`src/shared/flyback_pkg.sv`:
```
package flyback_pkg;

    // clock and timing
    localparam int unsigned CLK_HZ = 10_000_000;
    localparam int unsigned CLK_PERIOD_NS = 100;
    localparam int unsigned STARTUP_DELAY_NS = 2000;
    localparam int unsigned STARTUP_CYC =
        (STARTUP_DELAY_NS + CLK_PERIOD_NS - 1) / CLK_PERIOD_NS;
    localparam int unsigned TICK_HZ = 26_000;
    localparam int unsigned TICK_DIV = CLK_HZ / TICK_HZ;
    localparam int unsigned TIMEOUT_US = 500;
    localparam int unsigned TIMEOUT_TICKS = TIMEOUT_US * TICK_HZ / 1_000_000;
    localparam int unsigned BLANK_MIN_NS = 1500;
    localparam int unsigned BLANK_CYC =
        (BLANK_MIN_NS + CLK_PERIOD_NS - 1) / CLK_PERIOD_NS;
    localparam int unsigned REFRESH_DUTY_DIV = 20;
    localparam int unsigned REFRESH_CYC = BLANK_CYC * REFRESH_DUTY_DIV;

    // start-up protection counters
    localparam int unsigned CNT_W = 4;
    localparam logic [CNT_W-1:0] CNT_MAX = 4'hf;
    localparam logic [CNT_W-1:0] C1_MAX = CNT_W'(TIMEOUT_TICKS);

    // peak current limit code, in tenths of the maximum
    localparam int unsigned ILIM_W = 4;
    localparam logic [ILIM_W-1:0] ILIM_MAX = 4'ha;
    localparam logic [ILIM_W-1:0] ILIM_MIN = 4'h1;

    // register map
    localparam int unsigned ADDR_W = 4;
    localparam logic [ADDR_W-1:0] ADDR_CTRL = 4'h0;
    localparam logic [ADDR_W-1:0] ADDR_STATUS = 4'h4;
    localparam int unsigned CTRL_ILIM_LSB = 0;
    localparam logic [ILIM_W-1:0] CTRL_ILIM_RST = ILIM_MAX;
    localparam int unsigned ST_FAULT_BIT = 0;
    localparam int unsigned ST_DONE_BIT = 1;
    localparam int unsigned ST_MASTER_BIT = 2;
    localparam int unsigned ST_GATE_BIT = 3;
    localparam int unsigned ST_BOUNDARY_BIT = 4;
    localparam int unsigned ST_BLANK_BIT = 5;
    localparam int unsigned ST_MODE_LSB = 6;
    localparam int unsigned ST_CNT1_LSB = 8;
    localparam int unsigned ST_CNT2_LSB = 12;
    localparam logic [1:0] RESP_OKAY = 2'h0;
    localparam logic [1:0] RESP_SLVERR = 2'h2;

    typedef enum logic [1:0] {
        MODE_CHARGE,
        MODE_REGULATE,
        MODE_NOLOAD
    } mode_e;

endpackage

```
`src/design/event_sync.sv`:
```
// two-stage synchroniser with rising-edge detect per bit
module event_sync #(
    parameter int WIDTH = 1
) (
    input wire logic i_clk,
    input wire logic i_rst_n,
    input wire logic [WIDTH-1:0] i_async,
    output logic [WIDTH-1:0] o_level,
    output logic [WIDTH-1:0] o_rise
);

    logic [WIDTH-1:0] meta;
    logic [WIDTH-1:0] last;

    always_ff @(posedge i_clk) begin
        if (!i_rst_n) begin
            meta <= '0;
            o_level <= '0;
            last <= '0;
        end else begin
            meta <= i_async;
            o_level <= meta;
            last <= o_level;
        end
    end

    assign o_rise = o_level & ~last;

endmodule // event_sync

```
`src/design/flyback_charge_sequencer.sv`:
```
// Summary of operation
// - supply window trip latches fault, stops switching
// - fault clears only by charge toggle
// - internal undervoltage also latches fault
// - done low on target reached or fault
// - charge high starts cycle or enables regulation
// - charge low stops at once, shutdown
// - clamp select picks low or high clamp
// - feedback level selects one of three modes
// - feedback below low threshold means charge mode
// - current limit maximum in charge, reducible otherwise
// - first switch-on 2 us after charge rises
// - master latch holds until target or fault
// - current limit turns gate off
// - target during transfer ends cycle, done low
// - demag detect turns gate on again
// - start-up mode paced by tick and aux comparator
// - switch-on by demag or protection, first wins
// - each aux trip adds one tick of wait
// - first demag loads count C1_MAX (13, below the saturation value 15); timeout returns
// - count zero at start-up, fires after one tick
// - second counter cleared when gate rises
// - mode latch lowers demag offset in boundary mode
// - regulation window or no-load above it
// - refresh clock blanks switching, 1/20 duty
//
// Local design decisions: register access over AXI4-Lite and the placing of the registers.
module flyback_charge_sequencer
    import flyback_pkg::*;
(
    // clock and reset
    input wire logic i_clk,
    input wire logic i_rst_n,
    // host pins
    input wire logic i_charge,
    input wire logic i_clamp_sel,
    // comparators
    input wire logic i_xfmr_undervolt_sense,
    input wire logic i_xfmr_overvolt_sense,
    input wire logic i_input_undervolt_sense,
    input wire logic i_input_overvolt_sense,
    input wire logic i_internal_uvlo,
    input wire logic i_feedback_sense_low,
    input wire logic i_feedback_sense_high,
    input wire logic i_current_limit,
    input wire logic i_aux_current_limit,
    input wire logic i_demag_detect,
    input wire logic i_output_target,
    // switch and analogue controls
    output logic o_gate,
    output logic o_clamp_low,
    output logic [ILIM_W-1:0] o_ilim_code,
    output logic o_demag_offset_low,
    // open-drain flags
    output logic o_fault_flag_n_o,
    output logic o_fault_flag_n_oe,
    output logic o_done_flag_n_o,
    output logic o_done_flag_n_oe,
    // axi4-lite slave
    input wire logic i_awvalid,
    input wire logic [ADDR_W-1:0] i_awaddr,
    output logic o_awready,
    input wire logic i_wvalid,
    input wire logic [31:0] i_wdata,
    input wire logic [3:0] i_wstrb,
    output logic o_wready,
    output logic o_bvalid,
    output logic [1:0] o_bresp,
    input wire logic i_bready,
    input wire logic i_arvalid,
    input wire logic [ADDR_W-1:0] i_araddr,
    output logic o_arready,
    output logic o_rvalid,
    output logic [31:0] o_rdata,
    output logic [1:0] o_rresp,
    input wire logic i_rready
);

    localparam int NS = 12;
    localparam int TICK_W = $clog2(TICK_DIV);
    localparam int DLY_W = $clog2(STARTUP_CYC + 1);
    localparam int REF_W = $clog2(REFRESH_CYC);

    // 0 unmapped, 1 control, 2 status
    function automatic logic [1:0] decode(input logic [ADDR_W-1:0] a);
        if (a == ADDR_CTRL) begin
            return 2'h1;
        end else if (a == ADDR_STATUS) begin
            return 2'h2;
        end else begin
            return 2'h0;
        end
    endfunction

    logic [NS-1:0] lvl;
    logic [NS-1:0] rise;
    logic chg_lvl, chg_rise, lock_lvl, uvlo_lvl, trip;
    logic fb_lo, fb_hi, ilim_rise, aux_rise, demag_rise, tgt_lvl;
    logic fault, done, master, boundary, blank, tick;
    logic startup_fire, prot_fire, sw_set, kill;
    mode_e mode;
    logic [TICK_W-1:0] div;
    logic [DLY_W-1:0] dly;
    logic [REF_W-1:0] ref_cnt;
    logic [CNT_W-1:0] cnt1, cnt2;
    logic [ILIM_W-1:0] ctrl_ilim;

    event_sync #(.WIDTH(NS)) sync_u (
        .i_clk(i_clk),
        .i_rst_n(i_rst_n),
        .i_async({i_charge, i_xfmr_undervolt_sense, i_xfmr_overvolt_sense,
                  i_input_undervolt_sense, i_input_overvolt_sense,
                  i_internal_uvlo, i_feedback_sense_low,
                  i_feedback_sense_high, i_current_limit,
                  i_aux_current_limit, i_demag_detect, i_output_target}),
        .o_level(lvl),
        .o_rise(rise)
    );

    assign chg_lvl = lvl[11];
    assign chg_rise = rise[11];
    assign lock_lvl = |lvl[10:7];
    assign uvlo_lvl = lvl[6];
    assign fb_lo = lvl[5];
    assign fb_hi = lvl[4];
    assign ilim_rise = rise[3];
    assign aux_rise = rise[2];
    assign demag_rise = rise[1];
    assign tgt_lvl = lvl[0];

    assign trip = lock_lvl || uvlo_lvl;
    assign kill = !chg_lvl || fault || trip;
    assign startup_fire = (dly == DLY_W'(1));
    // protection output: enough ticks since the gate last rose
    assign prot_fire = tick && (cnt2 >= cnt1) && master && !o_gate;
    // first of demag one-shot or protection output wins
    assign sw_set = startup_fire || (master && !o_gate && !blank &&
        !tgt_lvl && (demag_rise || prot_fire));
    assign blank = (mode == MODE_REGULATE) &&
        (ref_cnt < REF_W'(BLANK_CYC));

    // 26 kHz tick, stopped in shutdown
    always_ff @(posedge i_clk) begin
        if (!i_rst_n || !chg_lvl) begin
            div <= '0;
            tick <= 1'b0;
        end else if (div == TICK_W'(TICK_DIV - 1)) begin
            div <= '0;
            tick <= 1'b1;
        end else begin
            div <= div + 1'b1;
            tick <= 1'b0;
        end
    end

    // start-up one-shot delay after charge rises
    always_ff @(posedge i_clk) begin
        if (!i_rst_n || !chg_lvl) begin
            dly <= '0;
        end else if (chg_rise) begin
            dly <= DLY_W'(STARTUP_CYC);
        end else if (dly != '0) begin
            dly <= dly - 1'b1;
        end
    end

    always_ff @(posedge i_clk) begin
        if (!i_rst_n || !chg_lvl) begin
            fault <= 1'b0;
        end else if (trip) begin
            fault <= 1'b1;
        end
    end

    always_ff @(posedge i_clk) begin
        if (!i_rst_n) begin
            mode <= MODE_CHARGE;
        end else if (fb_lo) begin
            mode <= MODE_CHARGE;
        end else if (fb_hi) begin
            mode <= MODE_NOLOAD;
        end else begin
            mode <= MODE_REGULATE;
        end
    end

    // refresh clock, runs only in regulation
    always_ff @(posedge i_clk) begin
        if (!i_rst_n || mode != MODE_REGULATE) begin
            ref_cnt <= '0;
        end else if (ref_cnt == REF_W'(REFRESH_CYC - 1)) begin
            ref_cnt <= '0;
        end else begin
            ref_cnt <= ref_cnt + 1'b1;
        end
    end

    always_ff @(posedge i_clk) begin
        if (!i_rst_n || kill) begin
            master <= 1'b0;
        end else if (startup_fire) begin
            master <= 1'b1;
        end else if (mode == MODE_CHARGE && tgt_lvl && !o_gate) begin
            master <= 1'b0;
        end
    end

    always_ff @(posedge i_clk) begin
        if (!i_rst_n || !chg_lvl) begin
            done <= 1'b0;
        end else if (mode == MODE_CHARGE && master && !o_gate && tgt_lvl) begin
            done <= 1'b1;
        end
    end

    // switch latch drives the gate directly
    always_ff @(posedge i_clk) begin
        if (!i_rst_n || kill) begin
            o_gate <= 1'b0;
        end else if (o_gate && ilim_rise) begin
            o_gate <= 1'b0;
        end else if (sw_set) begin
            o_gate <= 1'b1;
        end
    end

    // mode latch and first counter (required tick count)
    always_ff @(posedge i_clk) begin
        if (!i_rst_n || !chg_lvl) begin
            boundary <= 1'b0;
            cnt1 <= '0;
        end else if (demag_rise && master && !boundary) begin
            boundary <= 1'b1;
            cnt1 <= C1_MAX;
        end else if (prot_fire && boundary) begin
            boundary <= 1'b0;
            cnt1 <= '0;
        end else if (aux_rise && cnt1 != CNT_MAX) begin
            cnt1 <= cnt1 + 1'b1;
        end
    end

    // second counter: ticks since the gate last rose
    always_ff @(posedge i_clk) begin
        if (!i_rst_n || !chg_lvl) begin
            cnt2 <= '0;
        end else if (sw_set && !o_gate) begin
            cnt2 <= '0;
        end else if (tick && cnt2 != CNT_MAX) begin
            cnt2 <= cnt2 + 1'b1;
        end
    end

    always_ff @(posedge i_clk) begin
        if (!i_rst_n) begin
            o_fault_flag_n_o <= 1'b0;
            o_fault_flag_n_oe <= 1'b0;
            o_done_flag_n_o <= 1'b0;
            o_done_flag_n_oe <= 1'b0;
            o_clamp_low <= 1'b0;
            o_demag_offset_low <= 1'b0;
            o_ilim_code <= ILIM_MAX;
        end else begin
            o_fault_flag_n_oe <= fault;
            o_done_flag_n_oe <= done || fault;
            o_clamp_low <= i_clamp_sel;
            o_demag_offset_low <= boundary;
            if (mode == MODE_CHARGE || ctrl_ilim > ILIM_MAX) begin
                o_ilim_code <= ILIM_MAX;
            end else if (ctrl_ilim < ILIM_MIN) begin
                o_ilim_code <= ILIM_MIN;
            end else begin
                o_ilim_code <= ctrl_ilim;
            end
        end
    end

    // axi4-lite write side
    logic aw_got, w_got, do_write, next_aw_got, next_w_got;
    logic [ADDR_W-1:0] aw_addr;
    assign do_write = aw_got && w_got && !o_bvalid;
    assign next_aw_got = (aw_got && !do_write) || (i_awvalid && o_awready);
    assign next_w_got = (w_got && !do_write) || (i_wvalid && o_wready);

    always_ff @(posedge i_clk) begin
        if (!i_rst_n) begin
            aw_got <= 1'b0;
            w_got <= 1'b0;
            o_awready <= 1'b0;
            o_wready <= 1'b0;
            aw_addr <= '0;
        end else begin
            aw_got <= next_aw_got;
            w_got <= next_w_got;
            o_awready <= !next_aw_got;
            o_wready <= !next_w_got;
            if (i_awvalid && o_awready) begin
                aw_addr <= i_awaddr;
            end
        end
    end

    logic w_strb0;
    logic [31:0] w_data;
    always_ff @(posedge i_clk) begin
        if (!i_rst_n) begin
            w_strb0 <= 1'b0;
            w_data <= '0;
        end else if (i_wvalid && o_wready) begin
            w_strb0 <= i_wstrb[0];
            w_data <= i_wdata;
        end
    end

    // data is applied once both address and data are held
    always_ff @(posedge i_clk) begin
        if (!i_rst_n) begin
            ctrl_ilim <= CTRL_ILIM_RST;
        end else if (do_write && decode(aw_addr) == 2'h1 && w_strb0) begin
            ctrl_ilim <= w_data[CTRL_ILIM_LSB +: ILIM_W];
        end
    end

    always_ff @(posedge i_clk) begin
        if (!i_rst_n) begin
            o_bvalid <= 1'b0;
            o_bresp <= RESP_OKAY;
        end else if (do_write) begin
            o_bvalid <= 1'b1;
            o_bresp <= (decode(aw_addr) == 2'h0) ? RESP_SLVERR : RESP_OKAY;
        end else if (i_bready) begin
            o_bvalid <= 1'b0;
        end
    end

    // axi4-lite read side
    logic next_rvalid;
    logic [31:0] status_word;
    assign next_rvalid = (o_rvalid && !i_rready) || (i_arvalid && o_arready);
    always_comb begin
        status_word = '0;
        status_word[ST_FAULT_BIT] = fault;
        status_word[ST_DONE_BIT] = done;
        status_word[ST_MASTER_BIT] = master;
        status_word[ST_GATE_BIT] = o_gate;
        status_word[ST_BOUNDARY_BIT] = boundary;
        status_word[ST_BLANK_BIT] = blank;
        status_word[ST_MODE_LSB +: 2] = mode;
        status_word[ST_CNT1_LSB +: CNT_W] = cnt1;
        status_word[ST_CNT2_LSB +: CNT_W] = cnt2;
    end

    always_ff @(posedge i_clk) begin
        if (!i_rst_n) begin
            o_arready <= 1'b0;
            o_rvalid <= 1'b0;
            o_rdata <= '0;
            o_rresp <= RESP_OKAY;
        end else begin
            o_arready <= !next_rvalid;
            o_rvalid <= next_rvalid;
            if (i_arvalid && o_arready) begin
                case (decode(i_araddr))
                    2'h1: begin
                        o_rdata <= 32'(ctrl_ilim);
                        o_rresp <= RESP_OKAY;
                    end
                    2'h2: begin
                        o_rdata <= status_word;
                        o_rresp <= RESP_OKAY;
                    end
                    default: begin
                        o_rdata <= '0;
                        o_rresp <= RESP_SLVERR;
                    end
                endcase
            end
        end
    end
endmodule // flyback_charge_sequencer

```
`config.mk`:
```
export PLATFORM = sky130hd
export DESIGN_NAME = flyback_charge_sequencer
export DESIGN_NICKNAME = d
export VERILOG_FILES = /design/src/shared/flyback_pkg.sv /design/src/design/event_sync.sv /design/src/design/flyback_charge_sequencer.sv
export SDC_FILE = /design/constraint.sdc
export NUM_CORES = 1
export LEC_CHECK = 0
export BUFFER_PORTS_ARGS = -buffer_cell sky130_fd_sc_hd__clkbuf_2
export CORE_MARGIN = 2
export CORE_UTILIZATION = 40
export CTS_CLUSTER_SIZE = 28
export DETAILED_ROUTE_END_ITERATION = 10
export GPL_ROUTABILITY_DRIVEN = 0
export PLACE_DENSITY = 0.63
export SYNTH_ARGS = -nofsm -noshare
export SYNTH_HDL_FRONTEND = slang
export SYNTH_SLANG_ARGS = --single-unit
```
`constraint.sdc`:
```
create_clock -name i_clk -period 2.1 [get_ports i_clk]
set_input_delay 0.21 -clock i_clk [delete_from_list [all_inputs] [get_ports i_clk]]
set_output_delay 0.21 -clock i_clk [all_outputs]
set_load 0.03 [all_outputs]
```
; Yosys cells after proc, flatten, opt, wreduce, memory -nomap -nowiden
; Cells that the tools add are included.
[word_totals]
reg_bits = 139
input_bits = 64
output_inout_bits = 52
wordCells = 163
[classes]
n_addsub = 5
magnitude_cmp = 4
eq_ne = 12
n_mux = 26
bitwise_logic = 3
reduce_logical = 76
[ops]
columns = cell, count
row1 = 16-bit case mux with 2 select lines, 1
row2 = 1-bit logical AND, 30
row3 = 2-bit two-way mux, 12
row4 = "9-bit by 1-bit adder with 9-bit output, second input constant", 2
row5 = "9-bit equality test, second input constant", 2
row6 = 4-bit two-way mux, 4
row7 = 2-bit OR reduction, 8
row8 = 1-bit logical OR, 13
row9 = 12-bit AND, 1
row10 = 1-bit zero test, 12
row11 = 12-bit inverter, 1
row12 = 5-bit two-way mux, 2
row13 = "9-bit by 4-bit less-than comparator with 1-bit output, second input constant", 1
row14 = "4-bit by 1-bit adder with 4-bit output, second input constant", 2
row15 = "4-bit by 3-bit equality test with 1-bit output, second input constant", 2
row16 = 4-bit zero test, 2
row17 = "4-bit != test, second input constant", 2
row18 = 2-bit nonzero test, 4
row19 = 1-bit two-way mux, 7
row20 = "2-bit by 1-bit equality test with 1-bit output, second input constant", 3
row21 = 3-bit OR reduction, 2
row22 = "5-bit by 1-bit equality test with 1-bit output, second input constant", 1
row23 = 5-bit nonzero test, 1
row24 = "5-bit by 1-bit subtractor with 5-bit output, second input constant", 1
row25 = other kinds (9), 10

; Logic depth before layout (Yosys ltp)
; Gate-level depths: netlist (run 1).
[logic_depth]
depth_word = 9
mapped_depth = 6
mapped_depth_nobuf = 6

; By module
; From an unflattened synthesis (run 1), not the netlist that was laid out.
[hier_totals]
hier_cells = 471
area_unflattened_um2 = 4636.9
[by_module_without_submodules]
columns = mod, instances, cells_per_inst, area_each_um2, seq_area_each_um2
row1 = flyback_charge_sequencer, 1, 384, 3588.4, 1701.6
row2 = event_sync, 1, 87, 1048.5, 720.7

; Least setup slack after synthesis (run 1)
; OpenSTA, ideal clock, no wires.
[synth_timing]
path_type = register -> register
startpoint = reg cnt2[0]
endpoint = reg o_gate
setup_time_ns = 0.122
arrival_ns = 1.751
t_required_ns = 1.978
setup_slack_ns = 0.227
path_stages_with_launch = 7
n_path_buf = 0
synth_period_minus_slack_ns = 1.873
path_cell_list = dfxtp_1 -> inv_1 -> ha_1 -> or3b_2 -> a211oi_1 -> nor4_2 -> o311a_1
[synth_between]
elab_chain_cells = 7
[synth_lines]
columns = item, line_no
row1 = "start, declared", flyback_charge_sequencer.sv:105  ; logic [CNT_W-1:0] cnt1, cnt2;
row2 = "start signal, assigned", flyback_charge_sequencer.sv:250  ; cnt2 <= cnt2 + 1'b1;
row3 = 4-bit >= comparator, flyback_charge_sequencer.sv:135  ; assign prot_fire = tick && (cnt2 >= cnt1) && master && !o_gate;
row4 = 1-bit logical AND (3 in a row), flyback_charge_sequencer.sv:135
row5 = 1-bit logical OR, flyback_charge_sequencer.sv:138  ; !tgt_lvl && (demag_rise || prot_fire));
row6 = 1-bit logical AND, flyback_charge_sequencer.sv:138
row7 = 1-bit logical OR, flyback_charge_sequencer.sv:137  ; assign sw_set = startup_fire || (master && !o_gate && !blank &&
row8 = "end signal, assigned", flyback_charge_sequencer.sv:219  ; o_gate <= 1'b0;
row9 = "end signal, assigned", flyback_charge_sequencer.sv:221  ; o_gate <= 1'b0;
row10 = "end signal, assigned", flyback_charge_sequencer.sv:223  ; o_gate <= 1'b1;
row11 = "end, declared", flyback_charge_sequencer.sv:50  ; output logic o_gate,
; No other way between the ends.
; A chain may end at the register's enable or synchronous reset.

; Worst setup path in the final report (run 1)
[layout_timing]
startpoint = reg cnt2[0]
endpoint = reg cnt1[2]
[layout_between]
elab_chain_cells = 7
elab_cells_between_ends = 8
cone_classes = order compare (1) / mux (2) / reduce/logical (5)
[layout_lines]
columns = item, line_no
row1 = 4-bit >= comparator *, flyback_charge_sequencer.sv:135
row2 = 1-bit logical AND * (3 in a row), flyback_charge_sequencer.sv:135
row3 = 1-bit logical AND *, flyback_charge_sequencer.sv:235  ; end else if (prot_fire && boundary) begin
row4 = 4-bit two-way mux, flyback_charge_sequencer.sv:235
row5 = 4-bit two-way mux, flyback_charge_sequencer.sv:232  ; end else if (demag_rise && master && !boundary) begin
row6 = "end signal, assigned", flyback_charge_sequencer.sv:239  ; cnt1 <= cnt1 + 1'b1;
row7 = "end, declared", flyback_charge_sequencer.sv:105
; Every way passes the cells marked *; elsewhere a longest branch is shown, timed or not.

==> results of run 1 <==
==> worst max-delay path, delay by kind of cell (launching register included) <==
kind                     cells  cell delay (ns)
adder cells (fa/ha/maj)      1             0.26
AO/OA/AOI/OAI                2             0.52
buffers and inverters        1             0.09
AND/OR/NAND/NOR              2             0.61
flip-flops                   1             0.38
==> final cells by class <==
| class | instances | area (sq um) | share of cell area, % |
|---|---|---|---|
| Sequential cell | 113 | 2260 | 40.8 |
| Multi-Input combinational cell | 300 | 1900 | 34.2 |
| Timing Repair Buffer | 96 | 621 | 11.2 |
| Clock buffer | 20 | 445 | 8.04 |
| Tap cell | 140 | 175 | 3.16 |
| Clock inverter | 11 | 90.1 | 1.63 |
| Inverter | 14 | 52.6 | 0.948 |
==> what timing repair did <==
| item | CTS | global route |
|---|---|---|
| hold buffers | 24 | 0 |
| hold endpoints to repair | 24 | 0 |
| setup endpoints to repair | 0 | 3 |
| gates resized for setup | 0 | 1 |
==> worst max path at each step <==
stage / to / slack, ns / cells past startpoint / start
after CTS: o_gate / 0.09 / 6 / cnt2[0]
after detailed placement: o_gate / 0.11 / 6 / cnt2[0]
after global placement: o_gate / 0.13 / 6 / cnt2[0]
after global routing: cnt1[2] / 0.04 / 6 / cnt2[0]
after floorplan: o_gate / 0.23 / 6 / cnt2[0]
final: cnt1[2] / 0.15 / 6 / cnt2[0]
==> layout by cell type, fill, tap and decap left out, types with 3 or more instances in the layout <==
cell           instances
clkinvlp_4             4
clkbuf_8               3
clkbuf_2              64
xor2_1                 8
a21oi_1               12
nor3_1                 9
a32oi_1                4
mux2i_1                7
clkbuf_16             16
buf_4                  8
nand3_1               19
o21ai_0                8
nand2b_1               3
a21boi_0              15
clkinv_2               6
dlygate4sd3_1         24
nand4_1                3
a22oi_1               12
nor2b_1               20
nor3b_1                4
xnor2_1                8
ha_1                  10
nor2_1                30
nand2_1               31
conb_1                20
and2_1                33
and3b_1                3
o21a_1                 3
dfxtp_1              113
inv_1                 14
and3_1                 4
==> kinds of logic (layout without fill, tap and decap cells) <==
group	after synthesis	in the layout	share of synthesized area [%]
AOI/OAI and AO/OA	65	65	10.6
xor gates and xnor gates	16	16	3.23
adders and majority gates	10	10	2.88
buffers and inverters	47	141	5.88
DFF	113	113	52.1
muxes	8	8	1.87
other	1	20	0.0864
and+or+nand+nor	181	181	23.3
==> per-layer routing <==
| layer | track usage, % | up-vias | part of all wire (%) |
|---|---|---|---|
| li1 | - | 1679 | - |
| met1 | 17.8 | 1492 | 47 |
| met2 | 26.0 | 71 | 48 |
| met3 | 4.52 | 11 | 4.1 |
| met4 | 6.04 | 0 | 1.5 |
| met5 | 0 | - | 0 |
==> cell usage after synthesis (2+ instances only) <==
master,n
dfxtp_1,113
and2_1,33
nand2_1,31
nor2_1,30
buf_4,21
nor2b_1,20
nand3_1,19
a21boi_0,15
inv_1,14
a21oi_1,12
a22oi_1,12
clkbuf_1,12
ha_1,10
nor3_1,9
o21ai_0,8
xnor2_1,8
xor2_1,8
mux2i_1,7
a32oi_1,4
and3_1,4
nor3b_1,4
a211oi_1,3
and3b_1,3
nand2b_1,3
nand4_1,3
o21a_1,3
and4b_1,2
nand3b_1,2
nand4b_1,2
nor4_2,2
o211a_1,2
or2_2,2
or3_1,2
or3b_2,2
or4_1,2
==> report_power, final <==
group | internal, mW | switching (mW) | total (mW) | leakage [nW]
sequential | 2.20 | 0.0275 | 2.23 | 0.920
combinational | 0.112 | 0.161 | 0.273 | 1.10
clock | 1.60 | 0.931 | 2.53 | 0.258
==> state kept, by name, summed over array words and instances (netlist names), 2 cells and up <==
name / flops
aw_addr: 4
cnt1: 4
cnt2: 4
ctrl_ilim: 4
div: 9
dly: 5
mode: 2
o_ilim_code: 4
o_rdata: 16
ref_cnt: 9
sync_u.last: 4
sync_u.meta: 12
sync_u.o_level: 12
w_data: 4
==> flow_metrics.env, run 1 <==
export IMPL_grt_max_degree=46
export IMPL_ys_seq_elements=113
export IMPL_hold_viol_final=0
export IMPL_overflow=0
export IMPL_synth_top_flop_cell="dfxtp_1"
export IMPL_root_buffer="clkbuf_8"
export IMPL_period_needed_ns=1.95
export IMPL_tritoncts="done"
export IMPL_startpoint_type="register"
export IMPL_power_total_mw=5.03
export IMPL_power_density_nw_per_um2=908
export IMPL_layoutNonFillerInstCount=694
export IMPL_cp_required_ns=2.51
export IMPL_reg2reg_from="cnt2[0]"
export IMPL_n_antenna_cell=0
export IMPL_whs_path_depth=3
export IMPL_yosysTopAreaCell="dfxtp_1"
export IMPL_fin_skew_ns=0.00592
export IMPL_setup_viol=0
export IMPL_grt_pass1_vias=3143
export IMPL_max_freq_mhz=513
export IMPL_holdWs_ns=0.0238
export IMPL_synth_edf_count=0
export IMPL_min_path_type="in2reg"
export IMPL_critical_path_class="reg2reg"
export IMPL_first_pass_iters=6
export IMPL_drive_above_1_share_pct=20.4
export IMPL_worst_pin_slew_ns=0.585
export IMPL_cts_max_level=4
export IMPL_clk_pin_slew_worst_paths_ns=0.06
export IMPL_numCtsBuffers=17
export IMPL_netlist_area_sq_um=4340
export IMPL_core_area_sq_um=10700
export IMPL_dieHeight_microns=108
export IMPL_row_count=38
export IMPL_syn_instance_count=441
export IMPL_worstPathArrival_ns=2.36
export IMPL_post_place_ws_ns=0.113
export IMPL_placement_io_buffers=64
export IMPL_ys_warn_count=0
export IMPL_nets=616
export IMPL_clock_path_buffers=2
export IMPL_clk_latency_ns=0.50
export IMPL_vias=3253
export IMPL_max_stage_delay_ns=0.47
export IMPL_utilization_pct=51.8
export IMPL_synth_distinct_cells=49
export IMPL_hold_end="aw_addr[0]"
export IMPL_max_cap_viol_count=0
export IMPL_setup_ws_ns=0.151
export IMPL_cp_end_kind="register"
export IMPL_syn_avg_cell_area_sq_um=9.84
export IMPL_antenna_found_initial=0
export IMPL_initialDrtViolationCount=97
export IMPL_numClockSinks=113
export IMPL_hp_start="i_awvalid"
export IMPL_slew_viol_final=0
export IMPL_crit_path_top_delay_cell="or3b_2"
export IMPL_design_area_sq_um=5540
export IMPL_synthTopCellsByArea="dfxtp_1, and2_1, buf_4"
export IMPL_avgViaCountPerCell=4.69
export IMPL_rsz0062_at_grt="false"
export IMPL_status="completed"
export IMPL_synth_seq_area_share_pct=52.1
export IMPL_routedWlPerCell_microns=12.0
export IMPL_grt_pass1_wl_mm=14.0
export IMPL_dieArea_sq_um=11700
export IMPL_slew_headroom_pct=60.7
export IMPL_ios=116
export IMPL_fin_setup_tns_ns=0
export IMPL_area_growth_pct=27.8
export IMPL_drcViolationCount=0
export IMPL_irDropWorstVdd_uv=494
export IMPL_r2r_cells=6
export IMPL_crit_fanout=5
export IMPL_worst_r2r_setup_slack_ns=0.15
export IMPL_synth_top_area_share_pct=52.1
export IMPL_ant_nets=0
export IMPL_timing_rr_end="cnt1[2]"
export IMPL_fillCellCount=961
export IMPL_async_flop_share_pct=0
export IMPL_power_leakage_nw=2.27
export IMPL_die_w_microns=108
export IMPL_dp_hpwl_mm=5.73
export IMPL_crit_chain="inv_1, ha_1, or3b_2, a211oi_1, nor2_1, o32ai_1"
export IMPL_drt_total_wl_mm=8.34
export IMPL_finalCritPeriodShare_pct=92.8
export IMPL_grt_usage_pct=15.2
export IMPL_start_util_pct=40.5
export IMPL_dp_cells=639
export IMPL_post_cts_buffers=0
export IMPL_dpl_instance_area_sq_um=4760
No activity file was read; power rests on OpenSTA's default activity.
==> run 2: changes to the inputs <==
PLACE_DENSITY = 0.61   (was 0.63)
==> run 2 against run 1 <==
Effect of this change:
- core utilization rose by 1.1 points
- clock power rose by 21%
- worst setup slack improved by 0.027 ns
- highest routed layer unchanged
- critical path depth did not move
- maximum frequency rose by 1.4%
- via count rose by 0.55%
- sequential share of layout area fell by 0.85 points
- flip-flop and latch count did not move
- clock skew barely moved
==> flow_metrics.env, run 2 (synthesis gave the netlist of run 1 again) <==
export IMPL_n_antenna_cell=0
export IMPL_grt_usage_pct=15.4
export IMPL_setup_ws_ns=0.178
export IMPL_fin_setup_tns_ns=0
export IMPL_dieHeight_microns=108
export IMPL_overflow=0
export IMPL_slew_headroom_pct=60.3
export IMPL_routedWlPerCell_microns=12.2
export IMPL_max_freq_mhz=520
export IMPL_crit_fanout=5
export IMPL_power_density_nw_per_um2=982
export IMPL_row_count=38
export IMPL_drt_total_wl_mm=8.48
export IMPL_placement_io_buffers=64
export IMPL_p_int_mw=4.39
export IMPL_irDropWorstVdd_uv=669
export IMPL_cts_max_level=4
export IMPL_swShare_pct=21.1
export IMPL_fin_skew_ns=0.00632
export IMPL_p_clk_share_pct=55.0
export IMPL_core_area_sq_um=10700
export IMPL_antenna_found_initial=0
export IMPL_power_total_mw=5.56
export IMPL_drcViolationCount=0
export IMPL_max_cap_viol_count=0
export IMPL_grt_pass1_wl_mm=14.2
export IMPL_area_growth_pct=30.5
export IMPL_crit_path_top_delay_cell="or3b_2"
export IMPL_slew_viol_final=0
export IMPL_numClockSinks=113
export IMPL_critical_path_class="reg2reg"
export IMPL_dp_hpwl_mm=5.80
export IMPL_tritoncts="done"
export IMPL_first_pass_iters=4
export IMPL_power_leakage_nw=2.32
export IMPL_cp_required_ns=2.49
export IMPL_max_stage_delay_ns=0.46
export IMPL_power_switching_mw=1.17
export IMPL_largest_reg_flops=16
export IMPL_avgViaCountPerCell=4.70
export IMPL_top_register="o_rdata"
export IMPL_clk_latency_ns=0.50
export IMPL_whs_path_depth=3
export IMPL_cp_end_kind="register"
export IMPL_setup_viol=0
export IMPL_utilization_pct=52.9
export IMPL_root_buffer="clkbuf_8"
export IMPL_vias=3271
export IMPL_min_path_type="in2reg"
export IMPL_grt_max_degree=48
export IMPL_final_common_cell="dfxtp_1"
export IMPL_reg_top3="o_rdata: 16 flops, sync_u.meta: 12 flops, sync_u.o_level: 12 flops"
export IMPL_numCtsBuffers=17
export IMPL_grt_pass1_vias=3111
export IMPL_period_needed_ns=1.92
export IMPL_worst_pin_slew_ns=0.590
export IMPL_crit_chain="inv_1, ha_1, or3b_2, a211oi_2, nor4_2, o311a_1"
export IMPL_nets=617
export IMPL_dieArea_sq_um=11700
export IMPL_initialDrtViolationCount=95
export IMPL_mostFrequentLayoutCells="dfxtp_1, clkbuf_2, and2_1"
export IMPL_ios=116
export IMPL_die_w_microns=108
export IMPL_holdWs_ns=0.0431
export IMPL_status="completed"
export IMPL_p_seq_share_pct=40.0
export IMPL_hold_viol_final=0
export IMPL_rsz0062_at_grt="false"
export IMPL_clock_path_buffers=2
export IMPL_r2r_cells=6
export IMPL_clk_pin_slew_worst_paths_ns=0.06
export IMPL_worstPathArrival_ns=2.31
export IMPL_ant_nets=0
export IMPL_power_frac_comb_pct=4.9
export IMPL_finalCritPeriodShare_pct=91.5
export IMPL_post_place_ws_ns=0.100
export IMPL_drive_above_1_share_pct=20.3
export IMPL_startpoint_type="register"
export IMPL_start_util_pct=40.5
run 2: worst paths after layout:
check / slack, ns / startpoint / end
max: 0.18 / cnt2[0] / o_gate
min: 0.04 / i_awvalid / aw_addr[0]
max reg2reg: 0.18 / cnt2[0] / o_gate
min reg2reg: 0.42 / sync_u.o_level[4] / mode[0]
run 2: power by group through the flow:
stage / Sequential (mW) / Combinational [mW] / Clock (mW)
final: 2.23 / 0.275 / 3.06
after detailed placement: 2.27 / 0.236 / 0
after floorplan: 2.28 / 0.177 / 0
after global placement: 2.27 / 0.234 / 0
after CTS: 2.23 / 0.274 / 3.12
after global routing: 2.23 / 0.302 / 3.24
run 2: final cells by class:
cell class | count | area, sq um
Fill cell | 955 | 5040
Inverter | 14 | 52.6
Clock buffer | 19 | 432
Clock inverter | 13 | 209
Timing Repair Buffer | 97 | 633
Tap cell | 140 | 175
Sequential cell | 113 | 2260
Multi-Input combinational cell | 300 | 1900
run 2: layer usage:
layer | wire length, microns | GRT usage [%] | vias up
met2 | 4010 | 25.9 | 68
li1 | - | - | 1685
met1 | 4020 | 18.9 | 1504
met4 | 137 | 5.59 | 0
met5 | 0 | 0 | -
met3 | 315 | 4.46 | 14
run 2: worst max-delay path: cells and delay by family, from the launching register on:
family          cells  cell delay, ns
compound gates      2            0.50
fa+ha+maj           1            0.26
buf+inv             1            0.09
flops               1            0.38
simple gates        2            0.57
run 2: per-stage QoR:
stage,cell area (sq um),instances
finish,5660,696
global route,5660,696
CTS,5660,696
detailed placement,4750,638
global placement,4750,638
floorplan,4410,460
run 2: repair_timing:
action,in CTS,in global routing
buffers inserted,0,0
resized for setup,0,1
endpoints found under the hold margin,24,0
hold buffers,26,0
endpoints found under the setup margin,0,1
